<file path="src/verilog/smc_pkg.sv">
// package: register map, field positions, reset values and types
`default_nettype none
package smc_pkg;
  localparam logic [5:0] SMC_ADDR_COMMIT = 6'h00;
  localparam logic [5:0] SMC_ADDR_CP = 6'h09;
  localparam logic [5:0] SMC_ADDR_REF = 6'h0A;
  localparam logic [5:0] SMC_ADDR_PLL = 6'h0C;
  localparam logic [5:0] SMC_ADDR_LD2 = 6'h0D;
  localparam logic [5:0] SMC_ADDR_TXD = 6'h0E;
  localparam logic [5:0] SMC_ADDR_LD1 = 6'h17;
  localparam logic [5:0] SMC_ADDR_ACAL = 6'h18;
  localparam logic [5:0] SMC_ADDR_ATMR = 6'h19;
  localparam logic [5:0] SMC_ADDR_LOMON = 6'h1B;
  localparam logic [5:0] SMC_ADDR_LODIV = 6'h1C;
  localparam logic [5:0] SMC_ADDR_MOD = 6'h1D;
  localparam logic [5:0] SMC_ADDR_ATT = 6'h1E;
  localparam logic [5:0] SMC_ADDR_REV = 6'h21;
  // field positions
  localparam int SMC_CP_LSB = 4;
  localparam int SMC_REF_HALF_BIT = 6;
  localparam int SMC_REF_DBL_BIT = 5;
  localparam int SMC_PLL_PD_BIT = 2;
  localparam int SMC_LD2_CNT_BIT = 6;
  localparam int SMC_TXD_STOP_BIT = 7;
  localparam int SMC_LD1_EN_BIT = 4;
  localparam int SMC_LD1_CNT_BIT = 3;
  localparam int SMC_LD1_FINE_BIT = 2;
  localparam int SMC_ACAL_DIS_BIT = 0;
  localparam int SMC_LOMON_RANGE_BIT = 4;
  localparam int SMC_LOMON_PU_BIT = 2;
  localparam int SMC_LODIV_PD_BIT = 4;
  localparam int SMC_MOD_PU_BIT = 0;
  // reset value and attenuator code limits (all documented defaults are zero codes)
  localparam logic [7:0] SMC_RST_BYTE = 8'h00;
  localparam logic [5:0] SMC_ATT_HI_BASE = 6'h30;
  localparam logic [5:0] SMC_ATT_LO_MAX = 6'h1F;

  typedef struct packed {
    logic [3:0] cp_current;
    logic ref_half_sel;
    logic ref_doubler_en;
    logic [4:0] ref_div_code;
    logic [2:0] rf_division_select;
  } smc_shadow_t;

  typedef struct packed {
    logic pll_power_down;
    logic [1:0] lock_count;
    logic lock_det_en;
    logic lock_fine;
    logic autocal_en;
    logic [7:0] autocal_time;
    logic lo_range;
    logic lo_mon_power_up;
    logic [1:0] lo_mon_level;
    logic rf_output_divider_pd;
    logic mod_power_up;
    logic [5:0] atten_code;
    logic lo_run;
  } smc_direct_t;

  // direct fields under reset: calibration enabled, LO running
  localparam smc_direct_t SMC_DIRECT_RST = '{autocal_en: 1'b1, lo_run: 1'b1, default: '0};
endpackage
`default_nettype wire

</file>
<file path="src/verilog/smc_byte_reg.sv">
// file: one 8-bit writable register
`timescale 1ns/10ps
`default_nettype none
module smc_byte_reg
  import smc_pkg::*;
#(
  parameter logic [7:0] RESET_VALUE = 8'h00
)
(
  input wire logic core_clk_in,
  input wire logic reset_in,
  input wire logic load_in,
  input wire logic [7:0] data_in,
  output logic [7:0] value_out
);
  logic [7:0] value_reg;
  logic [7:0] value_next;
  always_comb
  begin
    value_next = value_reg;
    if (load_in)
    begin
      value_next = data_in;
    end
  end
  always_ff @(posedge core_clk_in)
  begin
    if (reset_in)
    begin
      value_reg <= RESET_VALUE;
    end
    else
    begin
      value_reg <= value_next;
    end
  end
  assign value_out = value_reg;
endmodule
`default_nettype wire

</file>
<file path="src/verilog/smc_att_decode.sv">
// file: attenuator code to decibel step
`timescale 1ns/10ps
`default_nettype none
module smc_att_decode
  import smc_pkg::*;
(
  input wire logic [5:0] code_in,
  output logic [5:0] db_out,
  output logic legal_out
);
  always_comb
  begin
    db_out = 6'h00;
    legal_out = 1'b1;
    if (code_in <= SMC_ATT_LO_MAX)
    begin
      db_out = code_in;
    end
    else if (code_in >= SMC_ATT_HI_BASE)
    begin
      db_out = code_in - SMC_ATT_HI_BASE + 6'h20;
    end
    else
    begin
      legal_out = 1'b0;
      db_out = SMC_ATT_LO_MAX;
    end
  end
endmodule
`default_nettype wire

</file>
<file path="src/verilog/smc_regs.sv">
// file: synthesizer and modulator control register bank
`timescale 1ns/10ps
`default_nettype none
module smc_regs
  import smc_pkg::*;
#(
  parameter logic [7:0] REVISION_CODE = 8'h5A // arbitrary value
)
(
  input wire logic core_clk_in,
  input wire logic reset_in,
  input wire logic wr_en_in,
  input wire logic rd_en_in,
  input wire logic [5:0] addr_in,
  input wire logic [7:0] wr_data_in,
  input wire logic transmit_disable_input_in,
  output logic [7:0] rd_data_out,
  output logic rd_valid_out,
  output smc_shadow_t active_out,
  output smc_direct_t direct_out,
  output logic [5:0] atten_db_out,
  output logic atten_legal_out,
  output logic pll_acquire_out
);
  // ----------------------------------------
  // write decode
  // ----------------------------------------
  function automatic logic hit(input logic [5:0] a, input logic [5:0] target);
    hit = (a == target);
  endfunction

  localparam int NREG = 12;
  localparam logic [5:0] ADDRS [NREG] = '{SMC_ADDR_CP, SMC_ADDR_REF, SMC_ADDR_PLL,
    SMC_ADDR_LD2, SMC_ADDR_TXD, SMC_ADDR_LD1, SMC_ADDR_ACAL, SMC_ADDR_ATMR,
    SMC_ADDR_LOMON, SMC_ADDR_LODIV, SMC_ADDR_MOD, SMC_ADDR_ATT};
  logic [7:0] reg_val [NREG];
  logic commit_wr;

  // revision address is not in the writable set, so writes drop
  genvar gi;
  generate
    for (gi = 0; gi < NREG; gi++)
    begin : g_reg
      smc_byte_reg #(.RESET_VALUE(SMC_RST_BYTE)) u_reg (
        .core_clk_in(core_clk_in),
        .reset_in(reset_in),
        .load_in(wr_en_in && hit(addr_in, ADDRS[gi])),
        .data_in(wr_data_in),
        .value_out(reg_val[gi])
      );
    end
  endgenerate

  assign commit_wr = wr_en_in && hit(addr_in, SMC_ADDR_COMMIT);

  // ----------------------------------------
  // shadow fields from staged bytes
  // ----------------------------------------
  smc_shadow_t staged;
  always_comb
  begin
    staged.cp_current = reg_val[0][SMC_CP_LSB +: 4];
    staged.ref_half_sel = reg_val[1][SMC_REF_HALF_BIT];
    staged.ref_doubler_en = reg_val[1][SMC_REF_DBL_BIT];
    staged.ref_div_code = reg_val[1][4:0];
    staged.rf_division_select = reg_val[9][2:0];
  end

  // ----------------------------------------
  // active (applied) stage and outputs
  // ----------------------------------------
  smc_shadow_t active_reg;
  smc_shadow_t active_next;
  smc_direct_t direct_reg;
  smc_direct_t direct_next;
  logic [7:0] rd_data_reg;
  logic [7:0] rd_data_next;
  logic rd_valid_reg;
  logic rd_valid_next;
  logic acq_reg;
  logic acq_next;
  logic [5:0] att_db_reg;
  logic att_legal_reg;
  logic [5:0] att_db_w;
  logic att_legal_w;

  smc_att_decode u_att (
    .code_in(reg_val[11][5:0]),
    .db_out(att_db_w),
    .legal_out(att_legal_w)
  );

  always_comb
  begin
    active_next = active_reg;
    acq_next = 1'b0;
    if (commit_wr)
    begin
      active_next = staged;
      acq_next = 1'b1;
    end
    direct_next.pll_power_down = reg_val[2][SMC_PLL_PD_BIT];
    direct_next.lock_count = {reg_val[3][SMC_LD2_CNT_BIT], reg_val[5][SMC_LD1_CNT_BIT]};
    direct_next.lock_det_en = reg_val[5][SMC_LD1_EN_BIT];
    direct_next.lock_fine = reg_val[5][SMC_LD1_FINE_BIT];
    direct_next.autocal_en = ~reg_val[6][SMC_ACAL_DIS_BIT];
    direct_next.autocal_time = reg_val[7];
    direct_next.lo_range = reg_val[8][SMC_LOMON_RANGE_BIT];
    direct_next.lo_mon_power_up = reg_val[8][SMC_LOMON_PU_BIT];
    direct_next.lo_mon_level = reg_val[8][1:0];
    direct_next.rf_output_divider_pd = reg_val[9][SMC_LODIV_PD_BIT];
    direct_next.mod_power_up = reg_val[10][SMC_MOD_PU_BIT];
    direct_next.atten_code = reg_val[11][5:0];
    // lo runs unless stop enabled and transmit disabled
    direct_next.lo_run = ~(reg_val[4][SMC_TXD_STOP_BIT] & transmit_disable_input_in);
  end

  // ----------------------------------------
  // read path
  // ----------------------------------------
  always_comb
  begin
    rd_data_next = 8'h00;
    rd_valid_next = rd_en_in;
    if (rd_en_in)
    begin
      if (hit(addr_in, SMC_ADDR_REV))
      begin
        rd_data_next = REVISION_CODE;
      end
      for (int i = 0; i < NREG; i++)
      begin
        if (hit(addr_in, ADDRS[i]))
        begin
          rd_data_next = reg_val[i];
        end
      end
    end
  end

  always_ff @(posedge core_clk_in)
  begin
    if (reset_in)
    begin
      active_reg <= '0;
      direct_reg <= SMC_DIRECT_RST;
      rd_data_reg <= 8'h00;
      rd_valid_reg <= 1'b0;
      acq_reg <= 1'b0;
      att_db_reg <= 6'h00;
      att_legal_reg <= 1'b1;
    end
    else
    begin
      active_reg <= active_next;
      direct_reg <= direct_next;
      rd_data_reg <= rd_data_next;
      rd_valid_reg <= rd_valid_next;
      acq_reg <= acq_next;
      att_db_reg <= att_db_w;
      att_legal_reg <= att_legal_w;
    end
  end

  assign active_out = active_reg;
  assign direct_out = direct_reg;
  assign rd_data_out = rd_data_reg;
  assign rd_valid_out = rd_valid_reg;
  assign pll_acquire_out = acq_reg;
  assign atten_db_out = att_db_reg;
  assign atten_legal_out = att_legal_reg;
endmodule
`default_nettype wire

</file>
<file path="config.mk">
export PLATFORM = sky130hd
export DESIGN_NAME = smc_regs
export DESIGN_NICKNAME = d
export VERILOG_FILES = /design/src/verilog/smc_pkg.sv /design/src/verilog/smc_byte_reg.sv /design/src/verilog/smc_att_decode.sv /design/src/verilog/smc_regs.sv
export SDC_FILE = /design/constraint.sdc
export NUM_CORES = 1
export LEC_CHECK = 0
export BUFFER_PORTS_ARGS = -buffer_cell sky130_fd_sc_hd__buf_2
export CAP_MARGIN = 30
export CELL_PAD_IN_SITES_DETAIL_PLACEMENT = 1
export CELL_PAD_IN_SITES_GLOBAL_PLACEMENT = 1
export CORE_ASPECT_RATIO = 1.5
export CORE_UTILIZATION = 30
export DETAILED_ROUTE_END_ITERATION = 16
export HOLD_SLACK_MARGIN = 0.12
export PLACE_DENSITY = 0.62
export SETUP_SLACK_MARGIN = 0.15
export SYNTH_ARGS = -nofsm -noshare
export SYNTH_HDL_FRONTEND = slang
export SYNTH_SLANG_ARGS = --single-unit
</file>
<file path="constraint.sdc">
create_clock -name core_clk_in -period 1.9 [get_ports core_clk_in]
set_input_delay 0.38 -clock core_clk_in [delete_from_list [all_inputs] [get_ports core_clk_in]]
set_output_delay 0.38 -clock core_clk_in [all_outputs]
set_load 0.05 [all_outputs]
</file>
# Yosys cells after proc, flatten, opt, wreduce, memory -nomap -nowiden
# Cells that the tools add are included.
op_classes:
  addsub: 2
  n_lt_le_gt_ge: 2
  n_eq_ne: 13
  muxes: 17
  bitwise_logic: 4
  n_reduce_logical: 16
ops:
  columns: ["operator", "n"]
  rows:
  - ["8-bit two-way mux", 12]
  - ["6-bit by 5-bit == test with 1-bit output (second input constant)", 7]
  - ["6-bit by 4-bit == test with 1-bit output (second input constant)", 5]
  - ["1-bit logical AND", 13]
  - ["6-bit two-way mux", 2]
  - ["7-bit two-way mux", 1]
  - ["6-bit adder (second input constant)", 1]
  - ["6-bit == test (second input constant)", 1]
  - ["6-bit greater-or-equal comparator (second input constant)", 1]
  - ["6-bit by 5-bit <= comparator with 1-bit output (second input constant)", 1]
  - ["6-bit logical NOT", 1]
  - ["6-bit subtractor (second input constant)", 1]
  - ["2-bit OR reduction", 2]
  - ["1-bit inverter", 3]
  - ["1-bit two-way mux", 2]
  - ["1-bit AND", 1]
word_totals:
  reg_bits: 154
  in_bits: 19
  out_inout_bits: 58
  word_cells: 89

# Longest topological paths before layout
# Gate-level depths: netlist (run 1).
logic_depth:
  ltp_word: 14
  depth_mapped: 8
  mapped_depth_nobuf: 5

# Cells and area by module
# A second synthesis (run 1) with hierarchy kept.
unflattened:
  cells_unflattened: 663
  hier_area_um2: 6493.7
modules_own_cells:
  columns: ["module", "instances", "cells_per_inst", "area_each_um2", "seq_area_each_um2"]
  rows:
  - ["smc_byte_reg", 12, 26, 285.3, 160.2]
  - ["smc_regs", 1, 339, 2971.6, 1161.1]
  - ["smc_att_decode", 1, 12, 98.8, 0.0]

# Worst setup path after synthesis (run 1)
# Ideal clock, no wire load.
synth_timing:
  path_kind: "input -> register"
  start: "input port addr_in[4]"
  end: "register rd_data_reg[6], in the netlist rd_data_out[6]"
  setup_ps: 74
  arrival_ps: 1724
  required_ps: 1826
  slack_ps: 102
  path_stages: 7
  path_buffers: 2
  cell_sequence: "buf_2 > nor4b_4 > and2_4 > buf_8 > nand2_2 > a221o_1 > a31oi_1"
synth_via:
  elab_chain_cells: 14
  word_cells_on_any_way: 26
  cone_classes: "13 x eq/ne; 13 x mux"
synth_rtl:
  columns: ["item", "line", "rtl"]
  rows:
  - ["start: declaration", "smc_regs.sv:14", "input wire logic [5:0] addr_in,"]
  - ["6-bit == test", "smc_regs.sv:29", "hit = (a == target);"]
  - ["7-bit two-way mux", "smc_regs.sv:127", "if (hit(addr_in, SMC_ADDR_REV))"]
  - ["8-bit two-way mux (11 in a row)", "smc_regs.sv:133", "if (hit(addr_in, ADDRS[i]))"]
  - ["8-bit two-way mux *", "smc_regs.sv:133", null]
  - ["end signal: assignment", "smc_regs.sv:157", "rd_data_reg <= rd_data_next;"]
  - ["end: declaration", "smc_regs.sv:76", "logic [7:0] rd_data_reg;"]
# Mark *: on every way between the ends. The rest lies on a longest branch, timed or not.
# A chain may end at the register's enable or synchronous reset.

# Final worst setup path (run 1)
layout_timing:
  start: "input port addr_in[5]"
  end: "register rd_data_reg[4], in the netlist rd_data_out[4]"
# The elaborated chain is that of the path after synthesis.

==> metrics.txt, run 1 <==
CP Class=primary input to register; drt via density=5.078; Clock Skews=0.01043 ns; Max Root-Sink Buffers=2; layout cells sized above 1=23.81%; worst setup path startpoint=addr_in[5]; Die Wd=120.8 um; crit path time final=between 1.5 and 2 ns; RR Endpoint=rd_data_out[4]; Post-route DRC=0; post-route ant nets=0; cell depth of the worst flop-to-flop path=5; hold path cells=3; final setup vio count=0; port bufs=76; max incr delay on CP=between 0.4 and 0.5 ns; Hold Vio Cnt, Final=0; Final WS setup=0.2338 ns; ys flop type=dfxtp_1; Ports=77; register area=3083 um^2; cell count after synthesis=685; RSZ-0062 raised after global routing=no; kind of end point of the critical path=register; Worst path depth=6; TritonCTS clock tree=built; NumNets Final=807; commonest non-fill, non-tap cell in the layout=dfxtp_1; CP max FO=10; Lkg Pwr=0.003374 uW; clock root cell=clkbuf_16; most frequent cells in the layout=dfxtp_1, nor2_1, mux2i_1, buf_2, buf_4; period utilization=between 80% and 90%; GR Util All Layers=between 10% and 20%; filler instances=between 2k and 2.5k; Hold Crit Start=reset_in; row count=64; WP data required=between 2 and 2.5 ns; #FFs+latches synth=154; 1st-iter DRT viols=228; status=complete, no violations; Worst-Margin Slew=0.5897 ns; Setup crit end=rd_data_out[4]; Sink Count=154; Max VDD drop=around 0.00062 V; Initial Util=30.84%; P&R area growth vs syn=24.23%; DR vias=5393; Initial DRT Pass Iterations=4; Max-cap violations=0; Max Fclk=roughly 0.6 GHz; worst path cell trace=buf_2 -> and4bb_2 -> and2_1 -> a22o_1 -> a2111oi_0 -> a211oi_1; vias in the first global route=5672; Max H-tree Level=4; synth warn=0; Post-synth ARST share=0%; Worst-Skew Late Latency=between 0.4 and 0.5 ns; area of the multi-input gates=2990 um^2; final hold slack=between 0.3 and 0.4 ns; largest net degree at the start of global routing=141; Die Y=between 150 and 200 um; CTS Buf Count=17; Slew HR=59.67%; die area=between 20000 and 25000 um^2; Reg-to-Reg Start=g_reg[9].u_reg.value_out[4]; initial antenna violation count=0; power per cell area=~870 nW/um^2; Clock transition at path regs=0.06 ns; FF-to-FF setup slack=approximately 0.40 ns; Placeable Area=20580 um^2; first-pass GRT wire length=32360 um; drt total wl=20710 um; Hold Path Class=primary input to register; Placement Setup Slack=-0.2631 ns; Pins Over Slew Limit=0; Final GP Congestion=between 0.8 and 0.9; Syn Area/Cell=9.264 um^2; Critical Path AT=1.95 ns; gr ovfl total=0; detailed placement HPWL=roughly 15000 um; Netlist cell types=60; Mapped Nets=between 700 and 800; Critical Path Source Type=primary input; Mapped Area=6346 um^2; DR WL/cell=19.50 um; ANT cells=0; CP Buf/Inv Count=1; number of flops mapped to enable cells by yosys=0; Worst path slowest cell=a2111oi_0; top cell family by delay on the critical path=compound AO/OA/AOI/OAI gates; post-synthesis sequential area ratio=48.58%
-- cells by family after synthesis --
kind of cell / share of synthesized area (%)
and+or+nand+nor: 21.18
DFF: 48.58
AOI/OAI and AO/OA: 12.44
muxes: 12.54
buffers and inverters: 4.534
adders and majority gates: 0.5915
xor gates and xnor gates: 0.1380
-- cell usage after synthesis (all sizes together), types with 7 or more instances --
cell type,number,area share (%)
nand3,48,4.0
nand2,48,2.9
nor2b,28,2.8
nand2b,7,0.69
nor2,99,5.9
clkbuf,34,2.0
a21oi,47,3.7
inv,9,0.53
o221ai,7,0.97
buf,21,2.0
dfxtp,154,49
mux2i,75,12
o21ai,11,0.87
-- what timing repair did --
action	4_1_cts	5_1_grt
hold buffers	1	0
endpoints found under the hold margin	1	0
buffers inserted	0	0
gates resized for setup	0	3
endpoints found under the setup margin	0	3
-- sequential cells by signal, summed over array words and instances, names as in the netlist --
signal and cells:
rd_data_out 8, pll_acquire_out 1, atten_legal_out 1, g.u_reg.value_out 96, active_out 14, rd_valid_out 1
atten_db_out 6, direct_out 27
-- final cells by class --
cell class              count  share of cell area, %
inverters                   9                 0.4285
flip-flops and latches    154                  39.10
clock buffers              22                  5.761
well taps                 264                  4.190
multi-input cells         467                  37.93
clock inverters            10                  1.190
repair buffers            136                  11.40
-- worst reg2reg max path: cells and delay by family (launching register included) --
kind	cells	cell delay, ns
mux	1	0.13
simple gates	1	0.06
buf+inv	1	0.15
flops	1	0.32
compound gates	2	0.69
-- metrics by stage --
step / TNS (ns) / util, % / total power, uW / instance area (um^2) / cells
2_1_floorplan: 0 / - / 3551 / 6364 / 685
3_3_place_gp: -1.281 / 35.55 / 3721 / 7316 / 1029
3_5_place_dp: -1.969 / 35.55 / 3728 / 7316 / 1029
4_1_cts: 0 / 38.26 / 6959 / 7874 / 1062
5_1_grt: 0 / 38.31 / 7112 / 7884 / 1062
6_report: 0 / 38.31 / 6862 / 7884 / 1062
-- worst min path at each step --
stage,slack [ns],to
6_report,0.35,rd_valid_out
3_5_place_dp,0.45,direct_out[0]
4_1_cts,0.33,rd_valid_out
2_1_floorplan,0.38,direct_out[21]
3_3_place_gp,0.44,direct_out[21]
5_1_grt,0.35,rd_valid_out
-- report_power, final --
| part | internal (uW) | leakage [uW] | switching (uW) |
|---|---|---|---|
| Clock | 1840 | 0.000261 | 1370 |
| Sequential | 3240 | 0.00124 | 8.37 |
| Combinational | 133 | 0.00187 | 273 |
-- routing by layer --
layer / vias up / part of all wire, % / GRT usage [%]
met5: - / 0 / 0
met4: 0 / 1.7 / 7.605
met3: 24 / 3.0 / 3.797
met2: 104 / 54 / 37.17
met1: 2676 / 41 / 21.67
li1: 2589 / - / -
Note: power is estimated with default switching activity, not from simulation.
==> run 2: changes to the inputs <==
SYNTH_HIERARCHICAL = 1   (was default)
clock period = 1.53 ns   (was 1.9 ns; I/O delays follow)
==> run 2 against run 1 <==
Flip-flop and latch count unchanged. Via count down 1.7%. Total power increased by 32%. Critical path type unchanged. Combinational power rose by 49%. Count of clock-buffer cells in the layout is 3 lower. Final area is 8.6% higher. Utilization rose by 2.2 points. Clock skew shrank 0.0021 ns. Sequential power rose by 24%.
==> metrics.txt, run 2 <==
status=complete, no violations; internal power=6912 uW; crit path time final=1.500 ns; drt via density=4.991; Hold Path Class=primary input to register; Initial Util=30.71%; TritonCTS clock tree=built; Netlist cell types=slightly below 50; largest net degree at the start of global routing=120; power per cell area=1055 nW/um^2; CTS Buf Count=17; Clock transition at path regs=approximately 0.06 ns; Adder-Cell Fraction of Synth Area=0.5780%; Seq pwr share=44.7%; GR peak layer=met2; layout cells sized above 1=between 30% and 40%; Max Fclk=0.6666 GHz; kind of end point of the critical path=register; gr ovfl total=0; Mapped Nets=between 600 and 700; Max VDD drop=0.0006344 V; most common cell in the netlist=dfxtp_1; TNS Setup=0 ns; ys flop type=dfxtp_1; Clock Skews=slightly above 0.008 ns; Max H-tree Level=4; Sink Count=154; Yosys top cell by area=dfxtp_1; ANT cells=0; Worst-Margin Slew=0.5471 ns; GR Util All Layers=19.39%; Critical Path Source Type=primary input; Post-route DRC=0; DR WL/cell=just under 20 um; Synth top area share=47.48%; most frequent cells in the layout=dfxtp_1, nor2_1, mux2i_1; Die Y=182.2 um; Final WS setup=0.02980 ns; NumNets Final=804; number of flip-flops in the largest register=96; P&R area growth vs syn=31.89%; first-pass GRT wire length=around 32000 um; Syn Area/Cell=just under 10 um^2; final setup vio count=0; Ports=77; die area=22250 um^2; Pins Over Slew Limit=0; number of flops mapped to enable cells by yosys=0; M1 GR Usage=about a fifth; port bufs=76; vias in the first global route=roughly 5.6k; WP data required=1.83 ns; filler instances=2397; post-synthesis sequential area ratio=~47%; initial antenna violation count=0; Placement Setup Slack=-0.5329 ns; 1st-iter DRT viols=around 250; XOR/XNOR Fraction of Synth Area=0.1349%; Slew HR=around 64%; RSZ-0062 raised after global routing=yes; #FFs+latches synth=around 150; CP max FO=8; detailed placement HPWL=15000 um; Lkg Pwr=between 0.003 and 0.004 uW; Psw=approximately 2100 uW; Hold Vio Cnt, Final=0; Sw Share=23.49%; cell count after synthesis=663; met3 Resource Use GR=3.531%; Synth Area in Compound Gates=10.13%; main combinational cell family by area after synthesis=simple AND/OR/NAND/NOR gates; most instantiated cells after synthesis=dfxtp_1, nor2_1, mux2i_1, nor2b_1, nand2_1; Max Root-Sink Buffers=2; clock network fraction of total power=48.6%; Final GP Congestion=~0.92; GR Layer Usage met2=35.84%; drt total wl=20810 um; Worst-Skew Late Latency=0.43 ns; Mapped Area=6494 um^2; CP Class=primary input to register; period utilization=98.05%; Post-synth ARST share=0%; Gate power share=6.7%; top post-synthesis cells by area=dfxtp_1, mux2i_1, nor2_1, nor2b_1, buf_6; Max-cap violations=0; post-route ant nets=0; synth warn=6; final core occ=about two fifths; clock root cell=clkbuf_16; DR vias=roughly 5.3k; Placeable Area=21150 um^2; mux cell area share after synthesis=between 10% and 20%; Critical Path AT=1.80 ns; Post-Synth Simple-Gate Area=18.63%; commonest non-fill, non-tap cell in the layout=dfxtp_1; row count=65; Initial DRT Pass Iterations=4; Die Wd=122.1 um
## run 2: changes by cell type after synthesis, sizes merged, moves of 6 or more
cell    delta
buf       +19
mux2i     +35
a21oi     -33
clkbuf    -22
nor2      +32
nand2     -32
nand3b     +7
nor2b      +6
nor3b      -6
nand3     -43
o32a       +6
nand2b    +10
a211oi    +10
nor3       +9
## run 2: final cells by class
type	count	area [um^2]	share of cell area [%]
repair buffers	152	1100	12.84
well taps	268	335.3	3.915
inverters	8	30.03	0.3506
multi-input cells	449	3398	39.68
clock buffers	19	452.9	5.289
clock inverters	12	165.2	1.928
flip-flops and latches	154	3083	36.00
## run 2: path summary, 6_finish.rpt
check,start,endpoint,slack (ns),cells after the start
max,addr_in[4],g_reg[1].u_reg/value_out[0],0.03,8
min,reset_in,rd_valid_out,0.21,3
max reg2reg,g_reg[0].u_reg/value_out[3],rd_data_out[3],0.19,6
min reg2reg,g_reg[6].u_reg/value_out[0],direct_out[21],0.45,1
## run 2: logic make-up (layout without fill, tap and decap cells)
logic type | count (synthesis) | in the layout
AOI/OAI and AO/OA | 89 | 89
and+or+nand+nor | 242 | 242
adders and majority gates | 3 | 3
buffers and inverters | 60 | 191
DFF | 154 | 154
xor gates and xnor gates | 1 | 1
muxes | 114 | 114
## run 2: per-layer routing
metal / vias up / part of all wire [%]
met5: - / 0
met4: 0 / 3.3
met3: 37 / 3.7
met1: 2612 / 39
li1: 2533 / -
met2: 118 / 54
## run 2: through the flow
step / instances / power [uW] / hold slack, ns / instance area, um^2
after floorplan: 663 / 4412 / 0.3827 / 6563
final: 1062 / 9034 / 0.2128 / 8564
after CTS: 1061 / 9109 / 0.1963 / 8346
after detailed placement: 1028 / 4670 / 0.4270 / 7542
after global placement: 1028 / 4663 / 0.4240 / 7542
after global routing: 1062 / 9367 / 0.2185 / 8564
## run 2: what timing repair did
item | 4_1_cts | 5_1_grt
hold buffers | 1 | 0
setup buffers | 1 | 1
pin swaps | 7 | 15
endpoints found under the hold margin | 1 | 0
endpoints found under the setup margin | 72 | 96
gates resized for setup | 42 | 43
## run 2: power groups by stage
stage          clock network (uW)  logic (uW)  registers [uW]
3_3_place_gp                    0         533            4130
5_1_grt                      4690         641            4040
6_report                     4390         603            4040
4_1_cts                      4500         568            4040
3_5_place_dp                    0         540            4130
2_1_floorplan                   0         261            4150
## run 2: critical path, cell delays in order
cell and delay [ns]:
buf_6 0.09, or4b_4 0.57, nand2b_4 0.19, buf_6 0.12, nor2_4 0.09, buf_12 0.14
mux2i_2 0.22, nor2_1 0.05
==> run 3: changes to the inputs <==
--- a/config.mk
+++ b/config.mk
@@ -15,3 +15,3 @@
 export HOLD_SLACK_MARGIN = 0.12
-export PLACE_DENSITY = 0.62
+export PLACE_DENSITY = 0.63
 export SETUP_SLACK_MARGIN = 0.15
--- a/constraint.sdc
+++ b/constraint.sdc
@@ -3,2 +3,2 @@
 set_output_delay 0.306 -clock core_clk_in [all_outputs]
-set_load 0.05 [all_outputs]
+set_load 0.01 [all_outputs]
==> run 3 against run 2 <==
Utilization about the same. Clock skew down 0.00069 ns. Clock power about the same. Largest cell class unchanged. Highest routed layer unchanged.
==> metrics.txt, run 3 (synthesized netlist as in run 2, its figures left out) <==
hold path cells=3; commonest non-fill, non-tap cell in the layout=dfxtp_1; max incr delay on CP=just under 0.6 ns; Reg-to-Reg Start=g_reg[5].u_reg/value_out[0]; Worst path slowest cell=or4b_4; Critical Path Source Type=primary input; CP max FO=5; final core occ=40.54%; DR WL/cell=19.98 um; 1st-iter DRT viols=162; Placement Setup Slack=-0.4713 ns; detailed placement HPWL=about 15000 um; CTS Buf Count=17; first-pass GRT wire length=~32000 um; Hold Vio Cnt, Final=0; Worst-Margin Slew=between 0.4 and 0.5 ns; Clock transition at path regs=0.06 ns; die area=22250 um^2; power per cell area=1054 nW/um^2; gr ovfl total=0; GR Util All Layers=19.73%; Max-cap violations=0; Initial Util=30.71%; CP Class=primary input to register; Lkg Pwr=0.003330 uW; WP data required=1.84 ns; most frequent cells in the layout=dfxtp_1, nor2_1, mux2i_1; crit path time final=1.462 ns; Final WS setup=0.06766 ns; status=complete, no violations; Final GP Congestion=0.9239; worst setup path startpoint=addr_in[4]; drt total wl=between 20000 and 25000 um; Placeable Area=21150 um^2; Worst path depth=6; DR vias=5376; ANT cells=0; clock root cell=clkbuf_16; cell depth of the worst flop-to-flop path=5; Sink Count=154; Critical Path AT=1.77 ns; Max Fclk=0.6838 GHz; Max VDD drop=approximately 0.0007 V; period utilization=a little over nine tenths; RSZ-0062 raised after global routing=yes; row count=65; total power=about 9000 uW; Initial DRT Pass Iterations=4; Slew HR=66.91%; vias in the first global route=~5.6k; layout cells sized above 1=a little under a third; final setup vio count=0; Pins Over Slew Limit=0; port bufs=76; Ports=77; Max Root-Sink Buffers=2; Worst-Skew Late Latency=about 0.43 ns; Die Y=182.2 um; top cell family by delay on the critical path=simple AND/OR/NAND/NOR gates; Hold Crit Start=reset_in; worst path cell trace=buf_12 -> or4b_4 -> nand2b_4 -> o221ai_1 -> a31o_1 -> a21oi_1; Die Wd=122.1 um; Hold Path Class=primary input to register; Post-route DRC=0; initial antenna violation count=0; TritonCTS clock tree=built; Max H-tree Level=4; Clock Skews=0.007600 ns; P&R area growth vs syn=32.00%; CP Buf/Inv Count=1; post-route ant nets=0; NumNets Final=811; number of flip-flops in the largest register=96; largest net degree at the start of global routing=108; kind of end point of the critical path=register; drt via density=5.034; TNS Setup=0 ns
## run 3: changes by cell type in the layout (fill, tap and decap cells not counted), moves of 3 or more
cell      previous run  this run
buf_2               65        72
buf_4               64        67
clkbuf_4             4         0
clkbuf_8             2         5
clkinv_4             6         1
o221ai_1             2         6
o221ai_2             6         2
o22ai_1              7         4
## run 3: layout make-up
cell class	instances	area (um^2)
Clock buffer	24	501.7
Clock inverter	6	111.4
Fill cell	2405	12570
Inverter	8	30.03
Multi-Input combinational cell	450	3381
Sequential cell	154	3084
Tap cell	268	335.3
Timing Repair Buffer	158	1129
## run 3: repair_timing
action,4_1_cts,5_1_grt
cloned,1,1
resized for setup,28,52
endpoints found under the hold margin,1,0
pin swaps,4,8
setup endpoints to repair,67,85
buffers inserted,3,0
hold buffers,1,0
## run 3: power by group
| group | internal [uW] | switching [uW] | leakage (uW) |
|---|---|---|---|
| sequential | 4030 | 12.6 | 0.00124 |
| clock | 2770 | 1650 | 0.000298 |
| combinational | 223 | 353 | 0.00179 |
## run 3: worst reg2reg max path, cell delays in order (launching register included)
cell	delay [ns]
dfxtp_1	0.34
o32a_1	0.36
o221ai_1	0.08
buf_4	0.14
a211oi_1	0.04
o32a_1	0.32
## run 3: final timing paths
check	to	slack (ns)
worst max register to register	rd_data_out[0]	0.15
worst max-delay path	rd_data_out[3]	0.07
worst min register to register	direct_out[21]	0.48
worst min-delay path	rd_valid_out	0.23
## run 3: routing by layer
layer | wire length, um | global-route usage, % | vias up
met1 | 8379 | 22.04 | 2630
met2 | 11040 | 34.35 | 139
met5 | 0 | 0 | -
met4 | 1082 | 11.51 | 0
met3 | 840 | 3.719 | 57
li1 | - | - | 2550
## run 3: per-stage QoR
| step | hold slack [ns] | std cells | instance area, um^2 |
|---|---|---|---|
| finish | 0.2256 | 1068 | 8572 |
| global route | 0.2163 | 1068 | 8572 |
| CTS | 0.2044 | 1067 | 8332 |
| detailed placement | 0.4637 | 1032 | 7572 |
| global placement | 0.4550 | 1032 | 7572 |
| floorplan | 0.3827 | 663 | 6563 |
